`config.mk`:
```
export PLATFORM = sky130hd
export DESIGN_NAME = lvds_sync_pulse_width_config
export DESIGN_NICKNAME = d
export VERILOG_FILES = /design/src/sync_width_pkg.sv /design/src/lvds_sync_pulse_width_config.sv
export VERILOG_INCLUDE_DIRS = /design/src /design/src/src
export SDC_FILE = /design/constraint.sdc
export NUM_CORES = 1
export LEC_CHECK = 0
export BUFFER_PORTS_ARGS = -buffer_cell sky130_fd_sc_hd__buf_2
export CAP_MARGIN = 20
export CORE_MARGIN = 5
export CORE_UTILIZATION = 56
export CTS_CLUSTER_SIZE = 20
export DETAILED_ROUTE_END_ITERATION = 16
export HOLD_SLACK_MARGIN = 0.08
export PLACE_DENSITY = 0.8
export REMOVE_ABC_BUFFERS = 1
export SLEW_MARGIN = 20
export SYNTH_ARGS = -nofsm -noshare
export SYNTH_HDL_FRONTEND = slang
export SYNTH_SLANG_ARGS = --single-unit
```
`constraint.sdc`:
```
create_clock -name aclk -period 2.4 [get_ports aclk]
set_clock_uncertainty 0.15 [all_clocks]
set_input_delay 0.48 -clock aclk [delete_from_list [all_inputs] [get_ports aclk]]
set_output_delay 0.48 -clock aclk [all_outputs]
set_load 0.03 [all_outputs]
```
`src/sync_width_defs.svh`:
```
// Offsets, field positions, reset values and encodings for the sync width block
`ifndef SYNC_WIDTH_DEFS_SVH
`define SYNC_WIDTH_DEFS_SVH

// Register indexes; byte address is four times the index
`define IDX_CHAN_MODE             8'h10
`define IDX_LINK_SELECT           8'h18
`define IDX_CHAN_B_HSYNC_LOW      8'h2e
`define IDX_CHAN_B_HSYNC_HIGH     8'h2f
`define IDX_CHAN_A_VSYNC_LOW      8'h30
`define IDX_CHAN_A_VSYNC_HIGH     8'h31
`define IDX_CHAN_B_VSYNC_LOW      8'h32
`define IDX_CHAN_B_VSYNC_HIGH     8'h33
`define IDX_STATUS                8'h40

// Field positions
`define CHAN_MODE_LSB             5
`define CHAN_MODE_MSB             6
`define LINK_SELECT_BIT           4
`define HIGH_FIELD_MSB            3
`define STAT_A_VSYNC_BIT          0
`define STAT_B_VSYNC_BIT          1
`define STAT_B_HSYNC_BIT          2
`define STAT_SPLIT_BIT            3

// Encodings and reset values
`define CHAN_MODE_SPLIT           2'h2
`define REG_RESET                 8'h00
`define HIGH_RESET                4'h0
`define AXI_RESP_OKAY             2'h0
`define AXI_RESP_SLVERR           2'h2

`endif

```
`src/sync_width_pkg.sv`:
```
// Types shared by the sync pulse width block
package sync_width_pkg;

  typedef logic [9:0] pulse_count_t;

  // Widths captured at the start of each frame
  typedef struct packed {
    pulse_count_t b_hpulse;
    pulse_count_t a_vpulse;
    pulse_count_t b_vpulse;
  } frame_widths_t;

  typedef enum logic {
    PULSE_IDLE,
    PULSE_ACTIVE
  } pulse_state_t;

endpackage

```
`src/lvds_sync_pulse_width_config.sv`:
```
// Sync pulse width registers and sync pulse generators for the LVDS links
// Functional notes
// Channel B hsync lasts the programmed 10-bit count of pixel clocks, low eight bits at register 0x2E.
// The top two bits of the channel B hsync width come from the low nibble of 0x2F; bits 7 to 4 are reserved.
// Channel B hsync and vsync widths apply only when the channel mode field 0x10.6:5 equals 10.
// Channel A vsync width drives channel A, and both channels when single-link select is 0 and mode is 00 or 01.
//      The code drives both channels from it in every mode but 10, and ignores single-link select.
// Channel A vsync lasts a 10-bit count of lines from 0x30 and the low nibble of 0x31.
// Channel B vsync lasts a 10-bit count of lines whose low eight bits sit in 0x32.
// The top two bits of the channel B vsync width come from the low nibble of 0x33; the upper nibble is reserved.
// Each sync stays asserted for exactly the count captured at frame start, then releases.
`include "sync_width_defs.svh"

// One sync pulse: held for width ticks after start
module sync_pulse_gen (
  input  wire logic                        aclk,
  input  wire logic                        aresetn,
  input  wire logic                        start,
  input  wire logic                        tick,
  input  wire sync_width_pkg::pulse_count_t width,
  output logic                             pulse
);
  sync_width_pkg::pulse_state_t state;
  sync_width_pkg::pulse_count_t remaining;
  wire last_tick = tick && (remaining == 10'h001);

  // Start wins over a tick in the same cycle; zero width gives no pulse
  always_ff @(posedge aclk) begin
    if (!aresetn) begin
      state     <= sync_width_pkg::PULSE_IDLE;
      remaining <= 10'h000;
    end else if (start) begin
      state     <= (width != 10'h000) ? sync_width_pkg::PULSE_ACTIVE : sync_width_pkg::PULSE_IDLE;
      remaining <= width;
    end else begin
      case (state)
        sync_width_pkg::PULSE_IDLE: begin
          remaining <= remaining;
        end
        sync_width_pkg::PULSE_ACTIVE: begin
          if (last_tick) begin
            state <= sync_width_pkg::PULSE_IDLE;
          end
          if (tick) begin
            remaining <= remaining - 10'h001;
          end
        end
        default: begin
          state <= sync_width_pkg::PULSE_IDLE;
        end
      endcase
    end
  end

  assign pulse = (state == sync_width_pkg::PULSE_ACTIVE);
endmodule

module lvds_sync_pulse_width_config (
  input  wire logic        aclk,
  input  wire logic        aresetn,
  input  wire logic [11:0] s_axi_awaddr,
  input  wire logic        s_axi_awvalid,
  output logic             s_axi_awready,
  input  wire logic [31:0] s_axi_wdata,
  input  wire logic [3:0]  s_axi_wstrb,
  input  wire logic        s_axi_wvalid,
  output logic             s_axi_wready,
  output logic [1:0]       s_axi_bresp,
  output logic             s_axi_bvalid,
  input  wire logic        s_axi_bready,
  input  wire logic [11:0] s_axi_araddr,
  input  wire logic        s_axi_arvalid,
  output logic             s_axi_arready,
  output logic [31:0]      s_axi_rdata,
  output logic [1:0]       s_axi_rresp,
  output logic             s_axi_rvalid,
  input  wire logic        s_axi_rready,
  input  wire logic        frame_start_a,
  input  wire logic        line_start_a,
  input  wire logic        frame_start_b,
  input  wire logic        line_start_b,
  output logic             chan_a_vsync,
  output logic             chan_b_vsync,
  output logic             chan_b_hsync
);

  // Register storage; reserved nibbles are not stored and read as zero
  logic [7:0] chan_b_hsync_width_low;
  logic [3:0] chan_b_hsync_width_high;
  logic [7:0] chan_a_vsync_width_low;
  logic [3:0] chan_a_vsync_width_high;
  logic [7:0] chan_b_vsync_width_low;
  logic [3:0] chan_b_vsync_width_high;
  logic [1:0] chan_mode;
  logic       single_link;

  // Write channel bookkeeping
  logic        aw_got;
  logic        w_got;
  logic [11:0] aw_addr;
  logic [7:0]  w_byte;
  logic        w_lane0;
  wire         aw_fire       = s_axi_awvalid && s_axi_awready;
  wire         w_fire        = s_axi_wvalid && s_axi_wready;
  wire         wr_go         = aw_got && w_got && !s_axi_bvalid;
  wire         next_aw_got   = (aw_got || aw_fire) && !wr_go;
  wire         next_w_got    = (w_got || w_fire) && !wr_go;
  wire         next_bvalid   = wr_go || (s_axi_bvalid && !s_axi_bready);
  wire         ar_fire       = s_axi_arvalid && s_axi_arready;
  wire         next_rvalid   = ar_fire || (s_axi_rvalid && !s_axi_rready);
  wire  [9:0]  wr_idx        = aw_addr[11:2];
  wire  [9:0]  rd_idx        = s_axi_araddr[11:2];

  // Address decode for writes
  wire hit_mode   = (wr_idx == {2'h0, `IDX_CHAN_MODE});
  wire hit_link   = (wr_idx == {2'h0, `IDX_LINK_SELECT});
  wire hit_bh_lo  = (wr_idx == {2'h0, `IDX_CHAN_B_HSYNC_LOW});
  wire hit_bh_hi  = (wr_idx == {2'h0, `IDX_CHAN_B_HSYNC_HIGH});
  wire hit_av_lo  = (wr_idx == {2'h0, `IDX_CHAN_A_VSYNC_LOW});
  wire hit_av_hi  = (wr_idx == {2'h0, `IDX_CHAN_A_VSYNC_HIGH});
  wire hit_bv_lo  = (wr_idx == {2'h0, `IDX_CHAN_B_VSYNC_LOW});
  wire hit_bv_hi  = (wr_idx == {2'h0, `IDX_CHAN_B_VSYNC_HIGH});
  wire hit_stat   = (wr_idx == {2'h0, `IDX_STATUS});
  wire wr_mapped  = hit_mode | hit_link | hit_bh_lo | hit_bh_hi | hit_av_lo | hit_av_hi
                  | hit_bv_lo | hit_bv_hi | hit_stat;
  wire wr_en      = wr_go && w_lane0;

  // Handshake flops; the response waits for both address and data
  always_ff @(posedge aclk) begin
    if (!aresetn) begin
      aw_got        <= 1'b0;
      w_got         <= 1'b0;
      aw_addr       <= 12'h000;
      w_byte        <= 8'h00;
      w_lane0       <= 1'b0;
      s_axi_awready <= 1'b0;
      s_axi_wready  <= 1'b0;
      s_axi_bvalid  <= 1'b0;
      s_axi_bresp   <= `AXI_RESP_OKAY;
    end else begin
      aw_got        <= next_aw_got;
      w_got         <= next_w_got;
      s_axi_awready <= !next_aw_got && !next_bvalid;
      s_axi_wready  <= !next_w_got && !next_bvalid;
      s_axi_bvalid  <= next_bvalid;
      if (aw_fire) begin
        aw_addr <= s_axi_awaddr;
      end
      if (w_fire) begin
        w_byte  <= s_axi_wdata[7:0];
        w_lane0 <= s_axi_wstrb[0];
      end
      if (wr_go) begin
        s_axi_bresp <= wr_mapped ? `AXI_RESP_OKAY : `AXI_RESP_SLVERR;
      end
    end
  end

  // Register writes; status is read-only, so a write there is dropped
  always_ff @(posedge aclk) begin
    if (!aresetn) begin
      chan_b_hsync_width_low  <= `REG_RESET;
      chan_b_hsync_width_high <= `HIGH_RESET;
      chan_a_vsync_width_low  <= `REG_RESET;
      chan_a_vsync_width_high <= `HIGH_RESET;
      chan_b_vsync_width_low  <= `REG_RESET;
      chan_b_vsync_width_high <= `HIGH_RESET;
      chan_mode               <= 2'h0;
      single_link             <= 1'b0;
    end else if (wr_en) begin
      if (hit_mode) chan_mode <= w_byte[`CHAN_MODE_MSB:`CHAN_MODE_LSB];
      if (hit_link) single_link <= w_byte[`LINK_SELECT_BIT];
      if (hit_bh_lo) chan_b_hsync_width_low <= w_byte;
      if (hit_bh_hi) chan_b_hsync_width_high <= w_byte[`HIGH_FIELD_MSB:0];
      if (hit_av_lo) chan_a_vsync_width_low <= w_byte;
      if (hit_av_hi) chan_a_vsync_width_high <= w_byte[`HIGH_FIELD_MSB:0];
      if (hit_bv_lo) chan_b_vsync_width_low <= w_byte;
      if (hit_bv_hi) chan_b_vsync_width_high <= w_byte[`HIGH_FIELD_MSB:0];
    end
  end

  // Live widths; only the low two bits of each high nibble count
  wire split_mode = (chan_mode == `CHAN_MODE_SPLIT);
  sync_width_pkg::frame_widths_t live;
  assign live.b_hpulse = {chan_b_hsync_width_high[1:0], chan_b_hsync_width_low};
  assign live.a_vpulse = {chan_a_vsync_width_high[1:0], chan_a_vsync_width_low};
  assign live.b_vpulse = split_mode ? {chan_b_vsync_width_high[1:0], chan_b_vsync_width_low}
                                    : live.a_vpulse;

  // Channel B timing follows channel A's events unless split
  wire b_frame = split_mode ? frame_start_b : frame_start_a;
  wire b_line  = split_mode ? line_start_b : line_start_a;

  // Snapshot at frame start so mid-frame writes land next frame
  sync_width_pkg::frame_widths_t snap;
  always_ff @(posedge aclk) begin
    if (!aresetn) begin
      snap <= '0;
    end else begin
      if (frame_start_a) snap.a_vpulse <= live.a_vpulse;
      if (b_frame) begin
        snap.b_hpulse <= live.b_hpulse;
        snap.b_vpulse <= live.b_vpulse;
      end
    end
  end

  // The frame-start cycle itself must already see the new value
  wire [9:0] use_a_v = frame_start_a ? live.a_vpulse : snap.a_vpulse;
  wire [9:0] use_b_v = b_frame ? live.b_vpulse : snap.b_vpulse;
  wire [9:0] use_b_h = b_frame ? live.b_hpulse : snap.b_hpulse;

  sync_pulse_gen a_vsync_gen (
    .aclk    (aclk),
    .aresetn (aresetn),
    .start   (frame_start_a),
    .tick    (line_start_a),
    .width   (use_a_v),
    .pulse   (chan_a_vsync)
  );

  sync_pulse_gen b_vsync_gen (
    .aclk    (aclk),
    .aresetn (aresetn),
    .start   (b_frame),
    .tick    (b_line),
    .width   (use_b_v),
    .pulse   (chan_b_vsync)
  );

  // Hsync B only runs in split mode; leaving split clears a pulse still running
  wire hsync_b_run = aresetn && split_mode;
  sync_pulse_gen b_hsync_gen (
    .aclk    (aclk),
    .aresetn (hsync_b_run),
    .start   (split_mode && line_start_b),
    .tick    (1'b1),
    .width   (use_b_h),
    .pulse   (chan_b_hsync)
  );

  // Read decode, one word per register
  logic [31:0] rd_word;
  logic        rd_mapped;
  always_comb begin
    rd_word   = 32'h0000_0000;
    rd_mapped = 1'b1;
    if (rd_idx == {2'h0, `IDX_CHAN_MODE}) begin
      rd_word[`CHAN_MODE_MSB:`CHAN_MODE_LSB] = chan_mode;
    end else if (rd_idx == {2'h0, `IDX_LINK_SELECT}) begin
      rd_word[`LINK_SELECT_BIT] = single_link;
    end else if (rd_idx == {2'h0, `IDX_CHAN_B_HSYNC_LOW}) begin
      rd_word[7:0] = chan_b_hsync_width_low;
    end else if (rd_idx == {2'h0, `IDX_CHAN_B_HSYNC_HIGH}) begin
      rd_word[3:0] = chan_b_hsync_width_high;
    end else if (rd_idx == {2'h0, `IDX_CHAN_A_VSYNC_LOW}) begin
      rd_word[7:0] = chan_a_vsync_width_low;
    end else if (rd_idx == {2'h0, `IDX_CHAN_A_VSYNC_HIGH}) begin
      rd_word[3:0] = chan_a_vsync_width_high;
    end else if (rd_idx == {2'h0, `IDX_CHAN_B_VSYNC_LOW}) begin
      rd_word[7:0] = chan_b_vsync_width_low;
    end else if (rd_idx == {2'h0, `IDX_CHAN_B_VSYNC_HIGH}) begin
      rd_word[3:0] = chan_b_vsync_width_high;
    end else if (rd_idx == {2'h0, `IDX_STATUS}) begin
      rd_word[`STAT_A_VSYNC_BIT] = chan_a_vsync;
      rd_word[`STAT_B_VSYNC_BIT] = chan_b_vsync;
      rd_word[`STAT_B_HSYNC_BIT] = chan_b_hsync;
      rd_word[`STAT_SPLIT_BIT]   = split_mode;
    end else begin
      rd_mapped = 1'b0;
    end
  end

  // Read channel; data latched when the address is taken
  always_ff @(posedge aclk) begin
    if (!aresetn) begin
      s_axi_arready <= 1'b0;
      s_axi_rvalid  <= 1'b0;
      s_axi_rdata   <= 32'h0000_0000;
      s_axi_rresp   <= `AXI_RESP_OKAY;
    end else begin
      s_axi_arready <= !next_rvalid;
      s_axi_rvalid  <= next_rvalid;
      if (ar_fire) begin
        s_axi_rdata <= rd_word;
        s_axi_rresp <= rd_mapped ? `AXI_RESP_OKAY : `AXI_RESP_SLVERR;
      end
    end
  end

endmodule

```
# Word-level counts from Yosys, hierarchy flattened

Cells that the tools add are included.

Bits in registers: 142
Word-level logic and storage cells: 165
Input bits: 71
Output and inout port bits: 44

Muxes and demuxes: 53
Bitwise operators: 11
Reduce and logical (&&, ||, !) cells: 41
Add/subtract/negate cells: 3
Equality and inequality tests: 27

Operators with widths:

| cell                    | number |
|---|---|
| $eq A10 B6 Y1 const B   | 12 |
| $mux W10                | 12 |
| $eq A10 B5 Y1 const B   | 4 |
| $mux W4                 | 9 |
| $eq A10 B1 Y1 const B   | 3 |
| $reduce_bool A10 Y1     | 3 |
| $sub A10 B1 Y10 const B | 3 |
| $mux W1                 | 25 |
| $eq A10 B7 Y1 const B   | 2 |
| $reduce_and A2 Y1       | 10 |
| $logic_and A1 B1 Y1     | 16 |
| $mux W8                 | 2 |
| $logic_not A1 Y1        | 8 |
| $or A1 B1 Y1            | 8 |
| $mux W2                 | 3 |
| $mux W5                 | 1 |
| $logic_or A1 B1 Y1      | 4 |
| $ne A2 B2 Y1 const B    | 2 |
| $mux W3                 | 1 |
| $ne A3 B2 Y1 const B    | 1 |
| $ne A3 B3 Y1 const B    | 1 |
| $not A1 Y1              | 3 |
| $eq A2 B2 Y1 const B    | 1 |
| $ne A2 B1 Y1 const B    | 1 |

# Longest topological paths before layout

Word-level depth: 11
Mapped depth: 8
Gate-level depth less buffers: 7

# Modules after synthesis

From an unflattened synthesis, not the netlist that was laid out.

Cells, all modules: 759
Area, all modules: 6,857.8 µm²

By module, submodules not included:

| module                       | seq. area each (µm²) | instances | area an instance (µm²) | cells an instance |
|---|---|---|---|---|
| lvds_sync_pulse_width_config | 2,102.0              | 1         | 4,973.5                | 537 |
| sync_pulse_gen               | 220.2                | 3         | 628.1                  | 74 |

# Worst setup path after synthesis

Ideal clock, no wire load.

Path type: input-to-reg
From: in s_axi_araddr[9]
To: reg s_axi_rdata[6]
Library setup time: 70 ps
Buffers on the path: 0
Arrival: 1,820 ps
Path slack: 361 ps
Stages on the path: 5
Required time: 2,180 ps
Cells stage by stage: or4_1 -> nor4b_4 -> nor2b_1 -> a222oi_1 -> a21oi_1

Word-level cells in the longest chain between the ends: 8
Elaborated cells on any way between the ends: 14
Classes of those cells: eq/ne: 7; mux: 7

RTL lines:

| what                 | line                                | source |
|---|---|---|
| from (decl)          | lvds_sync_pulse_width_config.sv:71  | `input wire logic [11:0] s_axi_araddr,` |
| $eq A10 B6 Y1        | lvds_sync_pulse_width_config.sv:260 | `` end else if (rd_idx == {2'h0, `IDX_CHAN_B_VSYNC_LOW}) begin `` |
| $mux W4              | lvds_sync_pulse_width_config.sv:260 |  |
| $mux W4              | lvds_sync_pulse_width_config.sv:258 | `` end else if (rd_idx == {2'h0, `IDX_CHAN_A_VSYNC_HIGH}) begin `` |
| $mux W8              | lvds_sync_pulse_width_config.sv:256 | `` end else if (rd_idx == {2'h0, `IDX_CHAN_A_VSYNC_LOW}) begin `` |
| $mux W4              | lvds_sync_pulse_width_config.sv:254 | `` end else if (rd_idx == {2'h0, `IDX_CHAN_B_HSYNC_HIGH}) begin `` |
| $mux W8              | lvds_sync_pulse_width_config.sv:252 | `` end else if (rd_idx == {2'h0, `IDX_CHAN_B_HSYNC_LOW}) begin `` |
| $mux W3              | lvds_sync_pulse_width_config.sv:250 | `` end else if (rd_idx == {2'h0, `IDX_LINK_SELECT}) begin `` |
| $mux W2 (*)          | lvds_sync_pulse_width_config.sv:248 | `` if (rd_idx == {2'h0, `IDX_CHAN_MODE}) begin `` |
| to (signal assigned) | lvds_sync_pulse_width_config.sv:285 | `s_axi_rdata <= rd_word;` |
| to (decl)            | lvds_sync_pulse_width_config.sv:74  | `output logic [31:0] s_axi_rdata,` |

Mark *: on every way between the ends. The rest lies on a longest branch, timed or not.
A chain may end at the register's enable or synchronous reset.

# Worst setup path in the final report

From: reg chan_mode[1]
To: reg b_vsync_gen.state (netlist: b_vsync_gen.pulse)

Word-level cells in the longest chain between the ends: 6
Elaborated cells on any way between the ends: 11
Classes of those cells: eq/ne: 1; mux: 8; reduce/logical: 2

RTL lines:

| what                                                   | line                                                                   | source |
|---|---|---|
| from (decl)                                            | lvds_sync_pulse_width_config.sv:94                                     | `logic [1:0] chan_mode;` |
| from (signal assigned)                                 | lvds_sync_pulse_width_config.sv:171                                    | `` if (hit_mode) chan_mode <= w_byte[`CHAN_MODE_MSB:`CHAN_MODE_LSB]; `` |
| $eq A2 B2 Y1 (no source line) (*)                      | -                                                                      |  |
| $mux W10 (tied with other cells)                       | lvds_sync_pulse_width_config.sv:187                                    | `assign live.b_vpulse = split_mode ? {chan_b_vsync_width_high[1:0], chan_b_vsync_width_low}` |
| $mux W10 / $logic_and A1 B1 Y1 (equally long branches) | -                                                                      |  |
| $reduce_bool A10 Y1 / $mux W1 (equally long branches)  | lvds_sync_pulse_width_config.sv:33, lvds_sync_pulse_width_config.sv:41 |  |
| $mux W1 (on tied branches)                             | lvds_sync_pulse_width_config.sv:33, lvds_sync_pulse_width_config.sv:36 |  |
| $mux W1 (*)                                            | lvds_sync_pulse_width_config.sv:32                                     | `end else if (start) begin` |
| to (signal assigned)                                   | lvds_sync_pulse_width_config.sv:30                                     | `state <= sync_width_pkg::PULSE_IDLE;` |
| to (signal assigned)                                   | lvds_sync_pulse_width_config.sv:33                                     | `state <= (width != 10'h000) ? sync_width_pkg::PULSE_ACTIVE : sync_width_pkg::PULSE_IDLE;` |
| to (signal assigned)                                   | lvds_sync_pulse_width_config.sv:42                                     | `state <= sync_width_pkg::PULSE_IDLE;` |
| to (decl)                                              | lvds_sync_pulse_width_config.sv:23                                     | `sync_width_pkg::pulse_state_t state;` |

Marks and branches as above.

==> flow_summary.yaml <==
status:
  status: "finished, final reports clean"
timing:
  slew_violations: 0
  final-setup-viol-count: 0
  tightestPinTransition_ps: 610
  relSlewSlack_pct: 59.3
  rsz0062_at_grt: "false"
  report.final.hold_viol_count: 0
  min_period_ps: 2150
  fmax_ghz: 0.464
  timing.final.crit_share_pct: 89.8
clock_tree:
  tritoncts: "yes"
  postCtsSetupRepairBufs: 0
  clk_latency_ps: 530
  cts_max_path_buffers: 2
  cts_max_level: 4
  root_buffer: "clkbuf_8"
  cts_sinks: 126
  cts-buffers-inserted: 17
  clk_pin_slew_worst_paths_ps: 60
run:
  drv_cap: 0
routing:
  via_per_inst: 5.78
  antenna_left: 0
  drtIter0Drc: 570
  wire_per_inst_um: 16.7
  dr.pass1.iters: 8
  post-route-drc-count: 0
  num_vias: 5495
  wirelength_um: 15800
critical_path:
  path_depth: 6
  max_stage_delay_ps: 370
  required_ps: 2650
  critical-path-top-delay-family: "compound AO/OA/AOI/OAI gates"
  crit_slowest_cell: "mux2_2"
  cp-end-kind: "flop"
  worstPathArrival_ps: 2400
  crit_path_max_fanout: 11
  timing.rr.end: "b_vsync_gen.pulse"
  start_kind: "flop"
  r2r_setup_slack_ps: 250
  reg2regPathDepth: 6
  crit_buf_inv: 1
  worstReg2RegStart: "chan_mode[1]"
  startpoint: "chan_mode[1]"
  worstSetupPathType: "flop to flop"
  path_cells: "nor2b_1 -> buf_12 -> mux2_2 -> a22o_1 -> a221oi_1 -> a311oi_1"
die:
  die_y_um: 116
  core_area_um2: 10900
  initial_core_util_pct: 57.3
  die_w_um: 116
  die-area_um2: 13300
  ios: 115
  num_rows: 38
power:
  power.total_uw: 5170
  max-vdd-ir-drop_uv: 678
  p_leak_uw: 0.00294
  powerDensity_nw_per_um2: 700
place:
  place_hpwl_um: 11200
  port_buffers: 57
  dpl-instance-area_um2: 6590
  gp_congestion: 0.882
synthesis:
  synth_commonest_cells: "dfxtp_1, nor2_1, nand2_1"
  seq_area_frac_synth_pct: 40.4
  synth_area_leaders: "dfxtp_1, mux2i_1, nor2_1"
  avgSynthCellArea_um2: 8.71
  synthCells: 716
  yosys.area.top_type: "dfxtp_1"
  synth_seq_cells: 126
  ys_async_sr_fraction_pct: 0
  synth_cell_types: 57
  yosysWarnings: 0
  yosysTopAreaCellShare_pct: 40.4
  yosysMostFrequentCell: "dfxtp_1"
  synth_flop_cell: "dfxtp_1"
  synth_edf_count: 0
  syn_area_um2: 6240
cells_and_area:
  multi_input_area_um2: 3370
  seqCellArea_um2: 2520
  n_fill_cell: 812
  final_nets: 874
  antenna_cells: 0
  area_delta_synth_final_pct: 18.4
  design_area_um2: 7390
  drive_gt1_share_pct: 16.5
hold_path:
  holdCritPathClass: "input pin to flop"
  min_to: "a_vsync_gen.remaining[7]"
  min_from: "aresetn"
  worstHoldPathCells: 3
grt:
  grt.overflow.total: 0
  antenna_found_initial: 0
  grt_pass1_wl_um: 25800
  grt_pass1_vias: 5470
  grt_usage_pct: 24.3
  grt_max_degree: 80
[flip-flops by register name, indices dropped and copies added (netlist names), 2 cells and up]
register	flops
chan_b_hsync_width_high	4
chan_a_vsync_width_high	4
w_byte	8
b_hsync_gen.remaining	10
aw_addr	10
chan_b_vsync_width_low	8
a_vsync_gen.remaining	10
s_axi_rdata	8
b_vsync_gen.remaining	10
snap	18
chan_b_hsync_width_low	8
chan_a_vsync_width_low	8
chan_b_vsync_width_high	4
chan_mode	2
[power breakdown]
group | leakage, uW | total [uW] | internal [uW] | switching, uW
Clock | 0.000280 | 2500 | 1490 | 1010
Combinational | 0.00163 | 460 | 165 | 295
Sequential | 0.00102 | 2210 | 2150 | 64.2
Total | 0.00294 | 5170 | 3800 | 1370
[logic make-up after synthesis]
logic type	share of synthesized area (%)
muxes	10.7
buffers and inverters	7.04
xor gates and xnor gates	3.51
DFF	40.4
and+or+nand+nor	25.1
other	0.0601
AOI/OAI and AO/OA	12.0
adders and majority gates	1.20
[timing repair]
item                      CTS  global route
resized for setup           0             0
hold buffers               22             0
hold endpoints to repair   22             0
[metrics by stage]
step / setup TNS (ps) / hold WS, ps / util, % / setup slack, ps / std cells
global placement: 0 / 300 / 60.5 / 149 / 896
finish: 0 / 184 / 67.8 / 246 / 950
floorplan: -17110 / 286 / - / -700 / 680
detailed placement: -4.48 / 300 / 60.5 / -4.48 / 896
global route: 0 / 166 / 67.8 / 150 / 950
CTS: 0 / 159 / 67.8 / 266 / 950
[worst reg2reg max path: cells and delay by family, from the launching register on]
family	cells	cell delay (ps)
buf+inv	1	190
mux	1	370
compound gates	3	660
simple gates	1	340
flops	1	320
[cells in the final DEF, fill, tap and decap left out, types with 5 or more instances in the layout]
| cell type | Yosys | final |
|---|---|---|
| nor2_1 | 98 | 98 |
| dfxtp_1 | 126 | 126 |
| dlygate4sd3_1 | 0 | 22 |
| a211oi_1 | 9 | 9 |
| nor2b_1 | 7 | 7 |
| nand2b_1 | 13 | 13 |
| ha_1 | 6 | 6 |
| or4_1 | 7 | 7 |
| mux2_2 | 9 | 9 |
| nor3_1 | 14 | 14 |
| xor2_1 | 15 | 15 |
| mux2i_1 | 55 | 54 |
| nor4_1 | 14 | 14 |
| buf_4 | 28 | 16 |
| nor4_4 | 7 | 7 |
| a21oi_1 | 57 | 57 |
| conb_1 | 1 | 26 |
| a31oi_1 | 8 | 8 |
| inv_1 | 14 | 14 |
| a311oi_1 | 5 | 5 |
| buf_2 | 6 | 57 |
| o21ai_0 | 14 | 14 |
| nand4_1 | 10 | 10 |
| inv_6 | 0 | 6 |
| xnor2_1 | 10 | 10 |
| nand2_1 | 87 | 87 |
| and2_1 | 6 | 6 |
| a22oi_1 | 10 | 10 |
| clkbuf_16 | 0 | 16 |
| nand3_1 | 8 | 8 |
[cell type report]
class                           count  area share, %
Clock inverter                     15           2.17
Clock buffer                       17           5.61
Multi-Input combinational cell    539           45.7
Inverter                           15          0.762
Sequential cell                   126           34.1
Timing Repair Buffer               98           9.28
Tap cell                          140           2.37
[routing by layer]
metal / up-vias / track usage (%) / routed length [um]
li1: 2650 / - / -
met1: 2567 / 29.6 / 6570
met2: 228 / 41.1 / 7810
met3: 50 / 5.74 / 1020
met4: 0 / 10.6 / 443
met5: - / 0 / 0
[worst max path at each step]
stage | slack, ps | to
after floorplan | -700 | b_hsync_gen.remaining[2]
final | 250 | b_vsync_gen.pulse
after global routing | 150 | b_vsync_gen.pulse
after global placement | 150 | s_axi_rdata[6]
after CTS | 270 | b_vsync_gen.pulse
after detailed placement | -4 | s_axi_rdata[6]
(Power assumes the default switching activity.)
